## config.mk

```make
export PLATFORM = sky130hd
export DESIGN_NAME = fcl_loader
export DESIGN_NICKNAME = d
export VERILOG_FILES = /design/src/fcl_pkg.sv /design/src/fcl_loader.sv /design/src/fcl_fuse_array.sv
export SDC_FILE = /design/constraint.sdc
export NUM_CORES = 1
export LEC_CHECK = 0
export ABC_CLOCK_PERIOD_IN_PS = 2000
export CORE_ASPECT_RATIO = 0.8
export CORE_MARGIN = 8
export CORE_UTILIZATION = 30
export CTS_CLUSTER_SIZE = 8
export DETAILED_ROUTE_END_ITERATION = 8
export DONT_BUFFER_PORTS = 1
export GPL_TIMING_DRIVEN = 0
export HOLD_SLACK_MARGIN = 0.1
export PLACE_DENSITY_LB_ADDON = 0.2
export SETUP_SLACK_MARGIN = 0.15
export SYNTH_ARGS = -nofsm -noshare
export SYNTH_HDL_FRONTEND = slang
export SYNTH_SLANG_ARGS = --single-unit
```

## constraint.sdc

```tcl
create_clock -name clock_in -period 2 [get_ports clock_in]
set_input_delay 0 -clock clock_in [delete_from_list [all_inputs] [get_ports clock_in]]
set_output_delay 0 -clock clock_in [all_outputs]
set_load 0.1 [all_outputs]
```

## src/fcl_pkg.sv

```systemverilog
// Package for the fuse configuration loader: offsets, fields, codes and live configuration carrier
// Contract
// CPU and debug port read; debug only writes. A CPU read with a nonzero CPU write in the same cycle gets no rvalid.
// Copy each fuse to its target at start-up end. The system one fuse at offset 6 has no target and is never copied.
// New fuse values act only after reset reload.
// Programmer writes reserved fuse bits as one.
// Watchdog fuse bits 7:4 load window field.
// Watchdog fuse bits 3:0 load period field.
// Brown-out bits 7:5 load threshold; codes 0-3.
// Threshold code zero acts only during chip erase.
// Bit 4 selects 128 Hz or 32 Hz sampling.
// Bits 3:2 set active and idle brown-out mode.
// Bits 1:0 set sleep brown-out mode.
// Oscillator bit 3 selects 20 or 16 MHz.
// System bits 7:6 pick the CRC scan region.
// System bit 5 picks CRC16 or CRC32 polynomial.
// System bit 4 sets debug pin start-up role.
// System bit 3 sets reset pin start-up role.
// System bit 0 keeps EEPROM across chip erase.
// Hold code execution until all fuses loaded.
package fcl_pkg;

    // ----------------------------------------
    // Fuse map
    // ----------------------------------------
    localparam int FCL_FUSE_COUNT = 9;
    localparam int FCL_ADDR_W = 4;
    localparam logic [3:0] FCL_OFF_WATCHDOG = 4'h0;
    localparam logic [3:0] FCL_OFF_BROWNOUT = 4'h1;
    localparam logic [3:0] FCL_OFF_OSCILLATOR = 4'h2;
    localparam logic [3:0] FCL_OFF_SYSTEM_ZERO = 4'h5;
    localparam logic [3:0] FCL_OFF_SYSTEM_ONE = 4'h6;
    localparam logic [3:0] FCL_OFF_CODE_SIZE = 4'h7;
    localparam logic [3:0] FCL_OFF_BOOT_SIZE = 4'h8;
    localparam logic [3:0] FCL_OFF_LAST = 4'h8;

    // Factory values; erased cells read as all ones
    localparam logic [7:0] FCL_FACTORY_WATCHDOG = 8'h00;
    localparam logic [7:0] FCL_FACTORY_BROWNOUT = 8'h00;
    localparam logic [7:0] FCL_FACTORY_OSCILLATOR = 8'h00;
    localparam logic [7:0] FCL_FACTORY_SYSTEM_ZERO = 8'hD0;
    localparam logic [7:0] FCL_FACTORY_SYSTEM_ONE = 8'h07;
    localparam logic [7:0] FCL_FACTORY_SIZE = 8'h00;
    localparam logic [7:0] FCL_ERASED = 8'hFF;
    localparam logic [7:0] FCL_UNMAPPED_READ = 8'h00;

    // ----------------------------------------
    // Field positions
    // ----------------------------------------
    localparam int FCL_WINDOW_LSB = 4;
    localparam int FCL_PERIOD_LSB = 0;
    localparam int FCL_LEVEL_LSB = 5;
    localparam int FCL_SAMPLE_BIT = 4;
    localparam int FCL_ACTIVE_LSB = 2;
    localparam int FCL_SLEEP_LSB = 0;
    localparam int FCL_OSC_RATE_BIT = 3;
    localparam int FCL_SCAN_REGION_LSB = 6;
    localparam int FCL_POLY_BIT = 5;
    localparam int FCL_DEBUG_PIN_BIT = 4;
    localparam int FCL_RESET_PIN_BIT = 3;
    localparam int FCL_EEPROM_KEEP_BIT = 0;

    // ----------------------------------------
    // Codes
    // ----------------------------------------
    localparam logic [2:0] FCL_LEVEL_LOWEST = 3'h0;
    localparam logic [2:0] FCL_LEVEL_HIGHEST = 3'h3;
    localparam logic [1:0] FCL_SLEEP_RESERVED = 2'h3;

    typedef enum logic [1:0] {
        FCL_MODE_DISABLED = 2'h0,
        FCL_MODE_CONTINUOUS = 2'h1,
        FCL_MODE_SAMPLED = 2'h2,
        FCL_MODE_CONTINUOUS_HOLD = 2'h3
    } fcl_bo_mode_e;

    typedef enum logic [1:0] {
        FCL_SCAN_WHOLE_FLASH = 2'h0,
        FCL_SCAN_BOOT = 2'h1,
        FCL_SCAN_BOOT_PLUS_APP = 2'h2,
        FCL_SCAN_SKIPPED = 2'h3
    } fcl_scan_e;

    typedef enum logic [1:0] {
        FCL_ST_LOAD = 2'b00,
        FCL_ST_RUN = 2'b01
    } fcl_state_e;

    // Live configuration as seen by the peripherals
    typedef struct packed {
        logic [3:0] watchdog_window;
        logic [3:0] watchdog_period;
        logic [2:0] threshold_level;
        logic sample_rate_select;
        fcl_bo_mode_e active_mode;
        fcl_bo_mode_e sleep_mode;
        logic fast_osc_rate_select;
        fcl_scan_e scan_region_select;
        logic polynomial_select;
        logic debug_pin_role;
        logic reset_pin_role;
        logic eeprom_keep_on_erase;
        logic [7:0] code_region_size;
        logic [7:0] boot_region_size;
    } fcl_config_s;

    localparam fcl_config_s FCL_CONFIG_RESET = '0;

endpackage

```

## src/fcl_loader.sv

```systemverilog
// Fuse configuration loader: start-up copy into live configuration and read access
`timescale 1ns/100ps
`default_nettype none
module fcl_loader
    import fcl_pkg::*;
(
    input wire logic clock_in,
    input wire logic resetn_in,
    input wire logic cpu_read_in,
    input wire logic cpu_write_in,
    input wire logic [3:0] cpu_addr_in,
    input wire logic [7:0] cpu_wdata_in,
    output logic [7:0] cpu_rdata_out,
    output logic cpu_rvalid_out,
    input wire logic debug_read_in,
    input wire logic debug_write_in,
    input wire logic debug_clear_in,
    input wire logic [3:0] debug_addr_in,
    input wire logic [7:0] debug_wdata_in,
    output logic [7:0] debug_rdata_out,
    output logic debug_rvalid_out,
    input wire logic chip_erase_in,
    output logic cpu_hold_out,
    output fcl_config_s config_out,
    output logic brownout_enable_out,
    output logic brownout_level_reserved_out,
    output logic brownout_sleep_reserved_out,
    output logic eeprom_erase_out,
    output logic flash_erase_out
);

    // ----------------------------------------
    // Fuse cells
    // ----------------------------------------
    logic [3:0] load_addr;
    logic [7:0] load_data;
    logic [7:0] cpu_cell;
    logic [7:0] debug_cell;

    // CPU write strobe and data never reach the cells; a nonzero write only masks cpu_rvalid_out
    fcl_fuse_array u_cells (
        .clock_in(clock_in),
        .program_in(debug_write_in),
        .clear_in(debug_clear_in),
        .program_addr_in(debug_addr_in),
        .program_data_in(debug_wdata_in),
        .load_addr_in(load_addr),
        .cpu_addr_in(cpu_addr_in),
        .debug_addr_in(debug_addr_in),
        .load_data_out(load_data),
        .cpu_data_out(cpu_cell),
        .debug_data_out(debug_cell)
    );

    logic cpu_write_ignored;
    assign cpu_write_ignored = cpu_write_in & (|cpu_wdata_in);

    // ----------------------------------------
    // Start-up sequencer
    // ----------------------------------------
    fcl_state_e state;
    logic [3:0] next_load_addr;

    assign next_load_addr = 4'(load_addr + 4'h1);

    always_ff @(posedge clock_in or negedge resetn_in) begin
        if (!resetn_in) begin
            state <= FCL_ST_LOAD;
            load_addr <= FCL_OFF_WATCHDOG;
        end else begin
            unique case (state)
                FCL_ST_LOAD: begin
                    if (load_addr == FCL_OFF_LAST) begin
                        state <= FCL_ST_RUN;
                    end else begin
                        load_addr <= next_load_addr;
                    end
                end
                FCL_ST_RUN: begin
                    state <= FCL_ST_RUN;
                end
                default: begin
                    state <= FCL_ST_LOAD;
                end
            endcase
        end
    end

    // Execution stays held until the last fuse byte has landed
    assign cpu_hold_out = (state != FCL_ST_RUN);

    // ----------------------------------------
    // Live configuration copy
    // ----------------------------------------
    // Only written while loading, so later programming has no effect until reset
    logic loading;
    assign loading = (state == FCL_ST_LOAD);

    always_ff @(posedge clock_in or negedge resetn_in) begin
        if (!resetn_in) begin
            config_out <= FCL_CONFIG_RESET;
        end else if (loading) begin
            unique case (load_addr)
                FCL_OFF_WATCHDOG: begin
                    config_out.watchdog_window <= load_data[FCL_WINDOW_LSB +: 4];
                    config_out.watchdog_period <= load_data[FCL_PERIOD_LSB +: 4];
                end
                FCL_OFF_BROWNOUT: begin
                    config_out.threshold_level <= load_data[FCL_LEVEL_LSB +: 3];
                    config_out.sample_rate_select <= load_data[FCL_SAMPLE_BIT];
                    config_out.active_mode <= fcl_bo_mode_e'(load_data[FCL_ACTIVE_LSB +: 2]);
                    config_out.sleep_mode <= fcl_bo_mode_e'(load_data[FCL_SLEEP_LSB +: 2]);
                end
                FCL_OFF_OSCILLATOR: begin
                    config_out.fast_osc_rate_select <= load_data[FCL_OSC_RATE_BIT];
                end
                FCL_OFF_SYSTEM_ZERO: begin
                    config_out.scan_region_select <= fcl_scan_e'(load_data[FCL_SCAN_REGION_LSB +: 2]);
                    config_out.polynomial_select <= load_data[FCL_POLY_BIT];
                    config_out.debug_pin_role <= load_data[FCL_DEBUG_PIN_BIT];
                    config_out.reset_pin_role <= load_data[FCL_RESET_PIN_BIT];
                    config_out.eeprom_keep_on_erase <= load_data[FCL_EEPROM_KEEP_BIT];
                end
                FCL_OFF_CODE_SIZE: begin
                    config_out.code_region_size <= load_data;
                end
                FCL_OFF_BOOT_SIZE: begin
                    config_out.boot_region_size <= load_data;
                end
                default: begin
                    config_out <= config_out;
                end
            endcase
        end
    end

    // ----------------------------------------
    // Derived brown-out and erase controls
    // ----------------------------------------
    // Lowest code behaves as disabled outside chip erase
    always_comb begin
        if (config_out.threshold_level == FCL_LEVEL_LOWEST) begin
            brownout_enable_out = chip_erase_in;
        end else begin
            brownout_enable_out = (config_out.active_mode != FCL_MODE_DISABLED);
        end
    end

    assign brownout_level_reserved_out = (config_out.threshold_level > FCL_LEVEL_HIGHEST);
    assign brownout_sleep_reserved_out = (config_out.sleep_mode == FCL_SLEEP_RESERVED);
    assign flash_erase_out = chip_erase_in;
    assign eeprom_erase_out = chip_erase_in & ~config_out.eeprom_keep_on_erase;

    // ----------------------------------------
    // Read ports
    // ----------------------------------------
    always_ff @(posedge clock_in or negedge resetn_in) begin
        if (!resetn_in) begin
            cpu_rdata_out <= FCL_UNMAPPED_READ;
            cpu_rvalid_out <= 1'b0;
        end else begin
            cpu_rvalid_out <= cpu_read_in & ~cpu_write_ignored;
            if (cpu_read_in) begin
                cpu_rdata_out <= cpu_cell;
            end
        end
    end

    always_ff @(posedge clock_in or negedge resetn_in) begin
        if (!resetn_in) begin
            debug_rdata_out <= FCL_UNMAPPED_READ;
            debug_rvalid_out <= 1'b0;
        end else begin
            debug_rvalid_out <= debug_read_in;
            if (debug_read_in) begin
                debug_rdata_out <= debug_cell;
            end
        end
    end

endmodule // fcl_loader
`default_nettype wire

```

## src/fcl_fuse_array.sv

```systemverilog
// Nonvolatile fuse cell array with one program port and three read ports
`timescale 1ns/100ps
`default_nettype none
module fcl_fuse_array
    import fcl_pkg::*;
(
    input wire logic clock_in,
    input wire logic program_in,
    input wire logic clear_in,
    input wire logic [3:0] program_addr_in,
    input wire logic [7:0] program_data_in,
    input wire logic [3:0] load_addr_in,
    input wire logic [3:0] cpu_addr_in,
    input wire logic [3:0] debug_addr_in,
    output logic [7:0] load_data_out,
    output logic [7:0] cpu_data_out,
    output logic [7:0] debug_data_out
);

    // Cells carry no reset: their content must survive every device reset
    // Power-up content is the factory image; the reserved cells read as erased.
    // A declaration value, not an initial process, so that only the update process writes the cells.
    logic [7:0] cells [FCL_FUSE_COUNT] = '{
        FCL_FACTORY_WATCHDOG,
        FCL_FACTORY_BROWNOUT,
        FCL_FACTORY_OSCILLATOR,
        FCL_ERASED,
        FCL_ERASED,
        FCL_FACTORY_SYSTEM_ZERO,
        FCL_FACTORY_SYSTEM_ONE,
        FCL_FACTORY_SIZE,
        FCL_FACTORY_SIZE
    };

    function automatic logic [7:0] read_cell(input logic [3:0] addr);
        logic [7:0] value;
        value = FCL_UNMAPPED_READ;
        if (addr <= FCL_OFF_LAST) begin
            value = cells[addr];
        end
        return value;
    endfunction

    // Clear takes priority over a program in the same cycle
    always_ff @(posedge clock_in) begin
        if (clear_in) begin
            for (int i = 0; i < FCL_FUSE_COUNT; i++) begin
                cells[i] <= FCL_ERASED;
            end
        end else if (program_in && program_addr_in <= FCL_OFF_LAST) begin
            cells[program_addr_in] <= program_data_in;
        end
    end

    // Combinational processes, so a freshly programmed cell shows without an address change
    always_comb begin
        load_data_out = read_cell(load_addr_in);
    end

    always_comb begin
        cpu_data_out = read_cell(cpu_addr_in);
    end

    always_comb begin
        debug_data_out = read_cell(debug_addr_in);
    end

endmodule // fcl_fuse_array
`default_nettype wire

```

### Word level (Yosys, flattened, before mapping)

Memory sizes are Yosys's and may differ from the RTL's.
Index checks and enable logic that the tools add are counted.

| storage, ports and cells | value |
|---|---|
| register bits | 63 |
| memory bits (writable) | 72 |
| bits of input ports | 32 |
| logic and storage cells | 69 |
| memories kept | 1 |

Memories:

| name | words | width | read ports | clocked after memory_dff | write ports | RTL line | RTL |
|---|---|---|---|---|---|---|---|
| u_cells.cells | 9 | 8 | 3 | 0 | 9 | fcl_fuse_array.sv:23 | `logic [7:0] cells [FCL_FUSE_COUNT] = '{` |

| operators by class | value |
|---|---|
| add/subtract/negate cells | 1 |
| magnitude comparators | 4 |
| eq/ne operators | 9 |
| multiplexer cells | 14 |
| bitwise gates (word level) | 6 |
| reduce and logical (&&, ||, !) cells | 14 |

Operator list:

| cell | count |
|---|---|
| $mux 8 | 4 |
| $reduce_or 8->1 | 2 |
| $reduce_and 2->1 | 7 |
| $le 4x4->1 const B | 3 |
| $eq 4x3->1 const B | 2 |
| $mux 1 | 7 |
| $add 4x1->4 const B | 1 |
| $eq 4x1->1 const B | 1 |
| $eq 4x2->1 const B | 1 |
| $eq 4x4->1 const B | 1 |
| $logic_not 4->1 | 1 |
| $mux 4 | 1 |
| $ne 2x1->1 const B | 2 |
| $pmux 2 s2 | 1 |
| $and 1x1->1 | 3 |
| $gt 3x2->1 const B | 1 |
| $logic_not 3->1 | 1 |
| $not 1->1 | 3 |
| $eq 2x1->1 const B | 1 |
| $eq 2x2->1 const B | 1 |
| $logic_not 2->1 | 1 |
| $mux 2 | 1 |
| $reduce_bool 2->1 | 1 |
| $logic_and 1x1->1 | 1 |

### Depth between registers and ports, before layout

| depth | value |
|---|---|
| word-level depth | 7 |
| mapped depth | 8 |
| gate-level depth less buffers | 6 |

### Cells and area by module

From an unflattened synthesis, not the netlist that was laid out.

| second synthesis, totals | value |
|---|---|
| cells, all modules | 527 |
| area total of the unflattened synthesis | 7354.6 um2 |

By module, submodules not included:

| module | instances | cells each | area an instance (um2) |
|---|---|---|---|
| fcl_fuse_array | 1 | 367 | 4854.7 |
| fcl_loader | 1 | 160 | 2499.9 |

### Worst setup path after synthesis

OpenSTA, ideal clock, no wires.

| path | value |
|---|---|
| path type | register -> output |
| start point | register config_out[30] in the netlist's numbering |
| end point | output port brownout_enable_out |
| arrival | 3.254 ns |
| data required time | 2.000 ns |
| slack | -1.254 ns |
| stages on the path, launching flop included | 3 |
| buffers on the path | 0 |
| cell sequence | dfrtp_1 nor3_1 o21ai_0 |

| between the ends | value |
|---|---|
| word-level cells in the longest chain between the ends | 2 |

RTL lines:

| item | RTL line | RTL |
|---|---|---|
| start: declaration | fcl_loader.sv:24 | `output fcl_config_s config_out,` |
| start signal: assignment | fcl_loader.sv:131 | `config_out <= config_out;` |
| $logic_not 3->1 | fcl_loader.sv:142 | `if (config_out.threshold_level == FCL_LEVEL_LOWEST) begin` |
| $mux 1 | fcl_loader.sv:142 |  |
| end: declaration | fcl_loader.sv:25 | `output logic brownout_enable_out,` |

Every way passes these cells.

### Worst setup path after layout

| path | value |
|---|---|
| start point | register config_out[28] in the netlist's numbering |
| end point | output port brownout_enable_out |

The elaborated chain is that of the path after synthesis.

==> metrics.md <==
| Metric | Value |
|---|---|
| Outcome | `complete, no violations` |
| Post-DRT Antenna Nets | `0` |
| Final hold slack | `0.102 ns` |
| Die height | `162 µm` |
| Most used DFF post-synth | `edfxtp_1` |
| Commonest non-fill, non-tap cell in the layout | `edfxtp_1` |
| GR Util met2 | `22.6%` |
| Worst Max-Slew Pin Slew | `1.00 ns` |
| Final setup viols | `0` |
| Placement row count | `53` |
| Initial drt markers | `400` |
| Cells after DPL | `929` |
| IO buf count | `0` |
| Post-Layout Cell Count | `996` |
| Final Wtd Congestion | `0.866` |
| Number of global-route vias before repair | `5308` |
| Clock skew | `0.0106 ns` |
| Slew Viols, Final | `0` |
| Mapped Area | `7990 µm²` |
| HP Class | `primary input to flop` |
| Pre-Repair DR Iteration Count | `5` |
| Drt total wl | `24.1 mm` |
| Number of synthesized flops with an enable pin | `96` |
| Top Usage Layer GRT | `met2` |
| GRT overflow | `0` |
| First-pass GRT wire length | `35.1 mm` |
| Synth Register Bits | `158` |
| Worst setup SP type | `flop` |
| Reg area | `4460 µm²` |
| Unrepaired setup endpoints after global routing | `yes` |
| Required @ worst endpoint | `2.00 ns` |
| Total CTS buffers | `17` |
| DP Wirelength | `17.9 mm` |
| Total power | `0.00880 W` |
| Slew headroom | `33.1%` |
| DR WL/cell | `24.2 µm` |
| Period utilization | `91.5%` |
| Setup WS post-layout | `0.170 ns` |
| Setup TNS | `0 ns` |
| Crit end category | `output pin` |
| Max FO, Critical Path | `3` |
| CTS tree | `done` |
| Fin. Hold Viols | `0` |
| Register area share after synthesis | `55.5%` |
| Mapped Avg Cell Area | `14.6 µm²` |
| Pwr dens | `908 nW/µm²` |
| H-Tree Level Count | `4` |
| Tmin final | `1.83 ns` |
| Met1 Usage GRT | `20.6%` |
| Clk pin slew, worst setup/hold paths | `0.07 ns` |
| FMAX | `546 MHz` |
| Peak VDD IR | `0.628 mV` |
| Syn-to-layout area delta | `21.2%` |
| I/O pin count | `95` |
| Setup Crit Path Kind | `flop to output pin` |
| Multi-input gate area | `3470 µm²` |
| Syn. warnings | `0` |
| Initial Util | `30.4%` |
| Final #Nets | `660` |
| Asr flop ratio synth | `39.2%` |
| Leak | `3.55 nW` |
| CTS sink cnt | `158` |
| Largest net degree at the start of global routing | `63` |
| Initial antenna violation count | `3` |
| Syn Inst Count | `549` |
| Post-synthesis cell type count | `45` |
| Crit path DAT | `1.83 ns` |
| Global Route Usage Sum | `15.2%` |
| Share of cells above drive strength 1 | `36.1%` |
| Fillers | `2527` |
| Max-cap violations | `0` |
| CORE AREA | `26300 µm²` |
| Place WS | `-0.544 ns` |
| DRC Markers | `0` |
| Root buf cell | `clkbuf_16` |
| Met3 Use GR | `5.38%` |
| Die footprint | `32200 µm²` |
| Die W | `199 µm` |
| Via density | `5.04` |
| Most frequent cells in the layout | `edfxtp_1, or2_2, dfrtp_1` |
| Clock buffer depth | `2` |
| Skew-Pair Late Insertion Delay | `0.44 ns` |
| Via count | `5020` |
==> repair_timing <==
| action | CTS | global route |
|---|---|---|
| cloned | 1 | 0 |
| buffers inserted | 11 | 1 |
| resized for setup | 37 | 17 |
| hold buffers | 21 | 0 |
| setup endpoints to repair | 42 | 38 |
| endpoints found under the hold margin | 176 | 0 |
| pin swaps | 1 | 2 |
==> final cells by class <==
type / instances / share of cell area (%)
diodes: 2 / 0.0516
plain buffers: 34 / 2.83
clock buffers: 17 / 4.39
clock inverters: 15 / 2.17
inverters: 5 / 0.297
multi-input cells: 375 / 35.8
flip-flops and latches: 158 / 46.0
well taps: 357 / 4.61
repair buffers: 33 / 3.85
==> report_power, final <==
| group | switching (W) | internal, W |
|---|---|---|
| Combinational | 0.000411 | 0.000329 |
| Clock | 0.00143 | 0.00211 |
| Sequential | 0.000842 | 0.00368 |
==> sequential cells by signal, indices dropped and copies added (netlist names) <==
| signal | flops |
|---|---|
| config_out | 39 |
| state | 1 |
| debug_rdata_out | 8 |
| cpu_rdata_out | 8 |
| cpu_rvalid_out | 1 |
| u_cells.cells | 96 |
| load_addr | 4 |
| debug_rvalid_out | 1 |
==> routing by layer <==
metal	routed length (µm)	share of wire (%)
met1	11000	46
met2	10700	44
met3	1960	8.1
met4	405	1.7
met5	13	0.054
==> worst paths after layout <==
path | startpoint | end | slack [ns] | depth (start not counted)
setup / recovery | config_out[28] | brownout_enable_out | 0.17 | 2
hold / removal | debug_addr_in[1] | u_cells.cells[3][1] | 0.10 | 3
setup reg to reg | load_addr[0] | config_out[20] | 0.17 | 5
hold reg to reg | load_addr[3] | load_addr[3] | 0.53 | 1
max in group asynchronous | resetn_in | load_addr[0] | 1.56 | 2
min in group asynchronous | resetn_in | debug_rvalid_out | 0.11 | 2
==> synth_stat cells, types with 3 or more instances <==
master	n	area, µm²
edfxtp_1	96	2880
dfrtp_1	62	1550
or2_2	57	357
mux4_2	40	901
nand2b_1	32	200
mux2i_1	31	310
mux2_2	23	259
nand3_1	20	100
nand2_1	19	71.3
nor2b_1	17	106
mux2_4	16	240
a21oi_1	13	65.1
buf_2	12	60.1
nor2_1	12	45.0
a22oi_1	10	75.1
o21ai_0	9	45.0
clkbuf_1	8	30.0
buf_4	7	52.6
and3_1	6	37.5
mux4_1	6	158
a31oi_1	5	31.3
and2_1	5	31.3
inv_1	5	18.8
o2bb2ai_1	5	43.8
buf_6	4	45.0
ha_1	4	50.1
a41oi_1	3	26.3
==> cell families after synthesis <==
kind of cell / share of synthesized area [%]
other: 0.0469
adder cells (fa/ha/maj): 0.626
AO/OA/AOI/OAI: 3.77
flip-flops: 55.5
XOR/XNOR: 0.219
buffers and inverters: 2.93
AND/OR/NAND/NOR: 13.6
multiplexers: 23.4
==> stage by stage <==
step	util, %	instance area [µm²]
2_1_floorplan	-	8090
3_3_place_gp	32.5	8530
3_5_place_dp	32.5	8530
4_1_cts	36.7	9640
5_1_grt	36.9	9690
6_report	36.9	9690
==> critical path, stage by stage (launching register included) <==
cell and delay, ns:
dfrtp_2 0.70, nor3_2 0.12, o21ai_4 0.58
No activity file was read; power rests on OpenSTA's default activity.
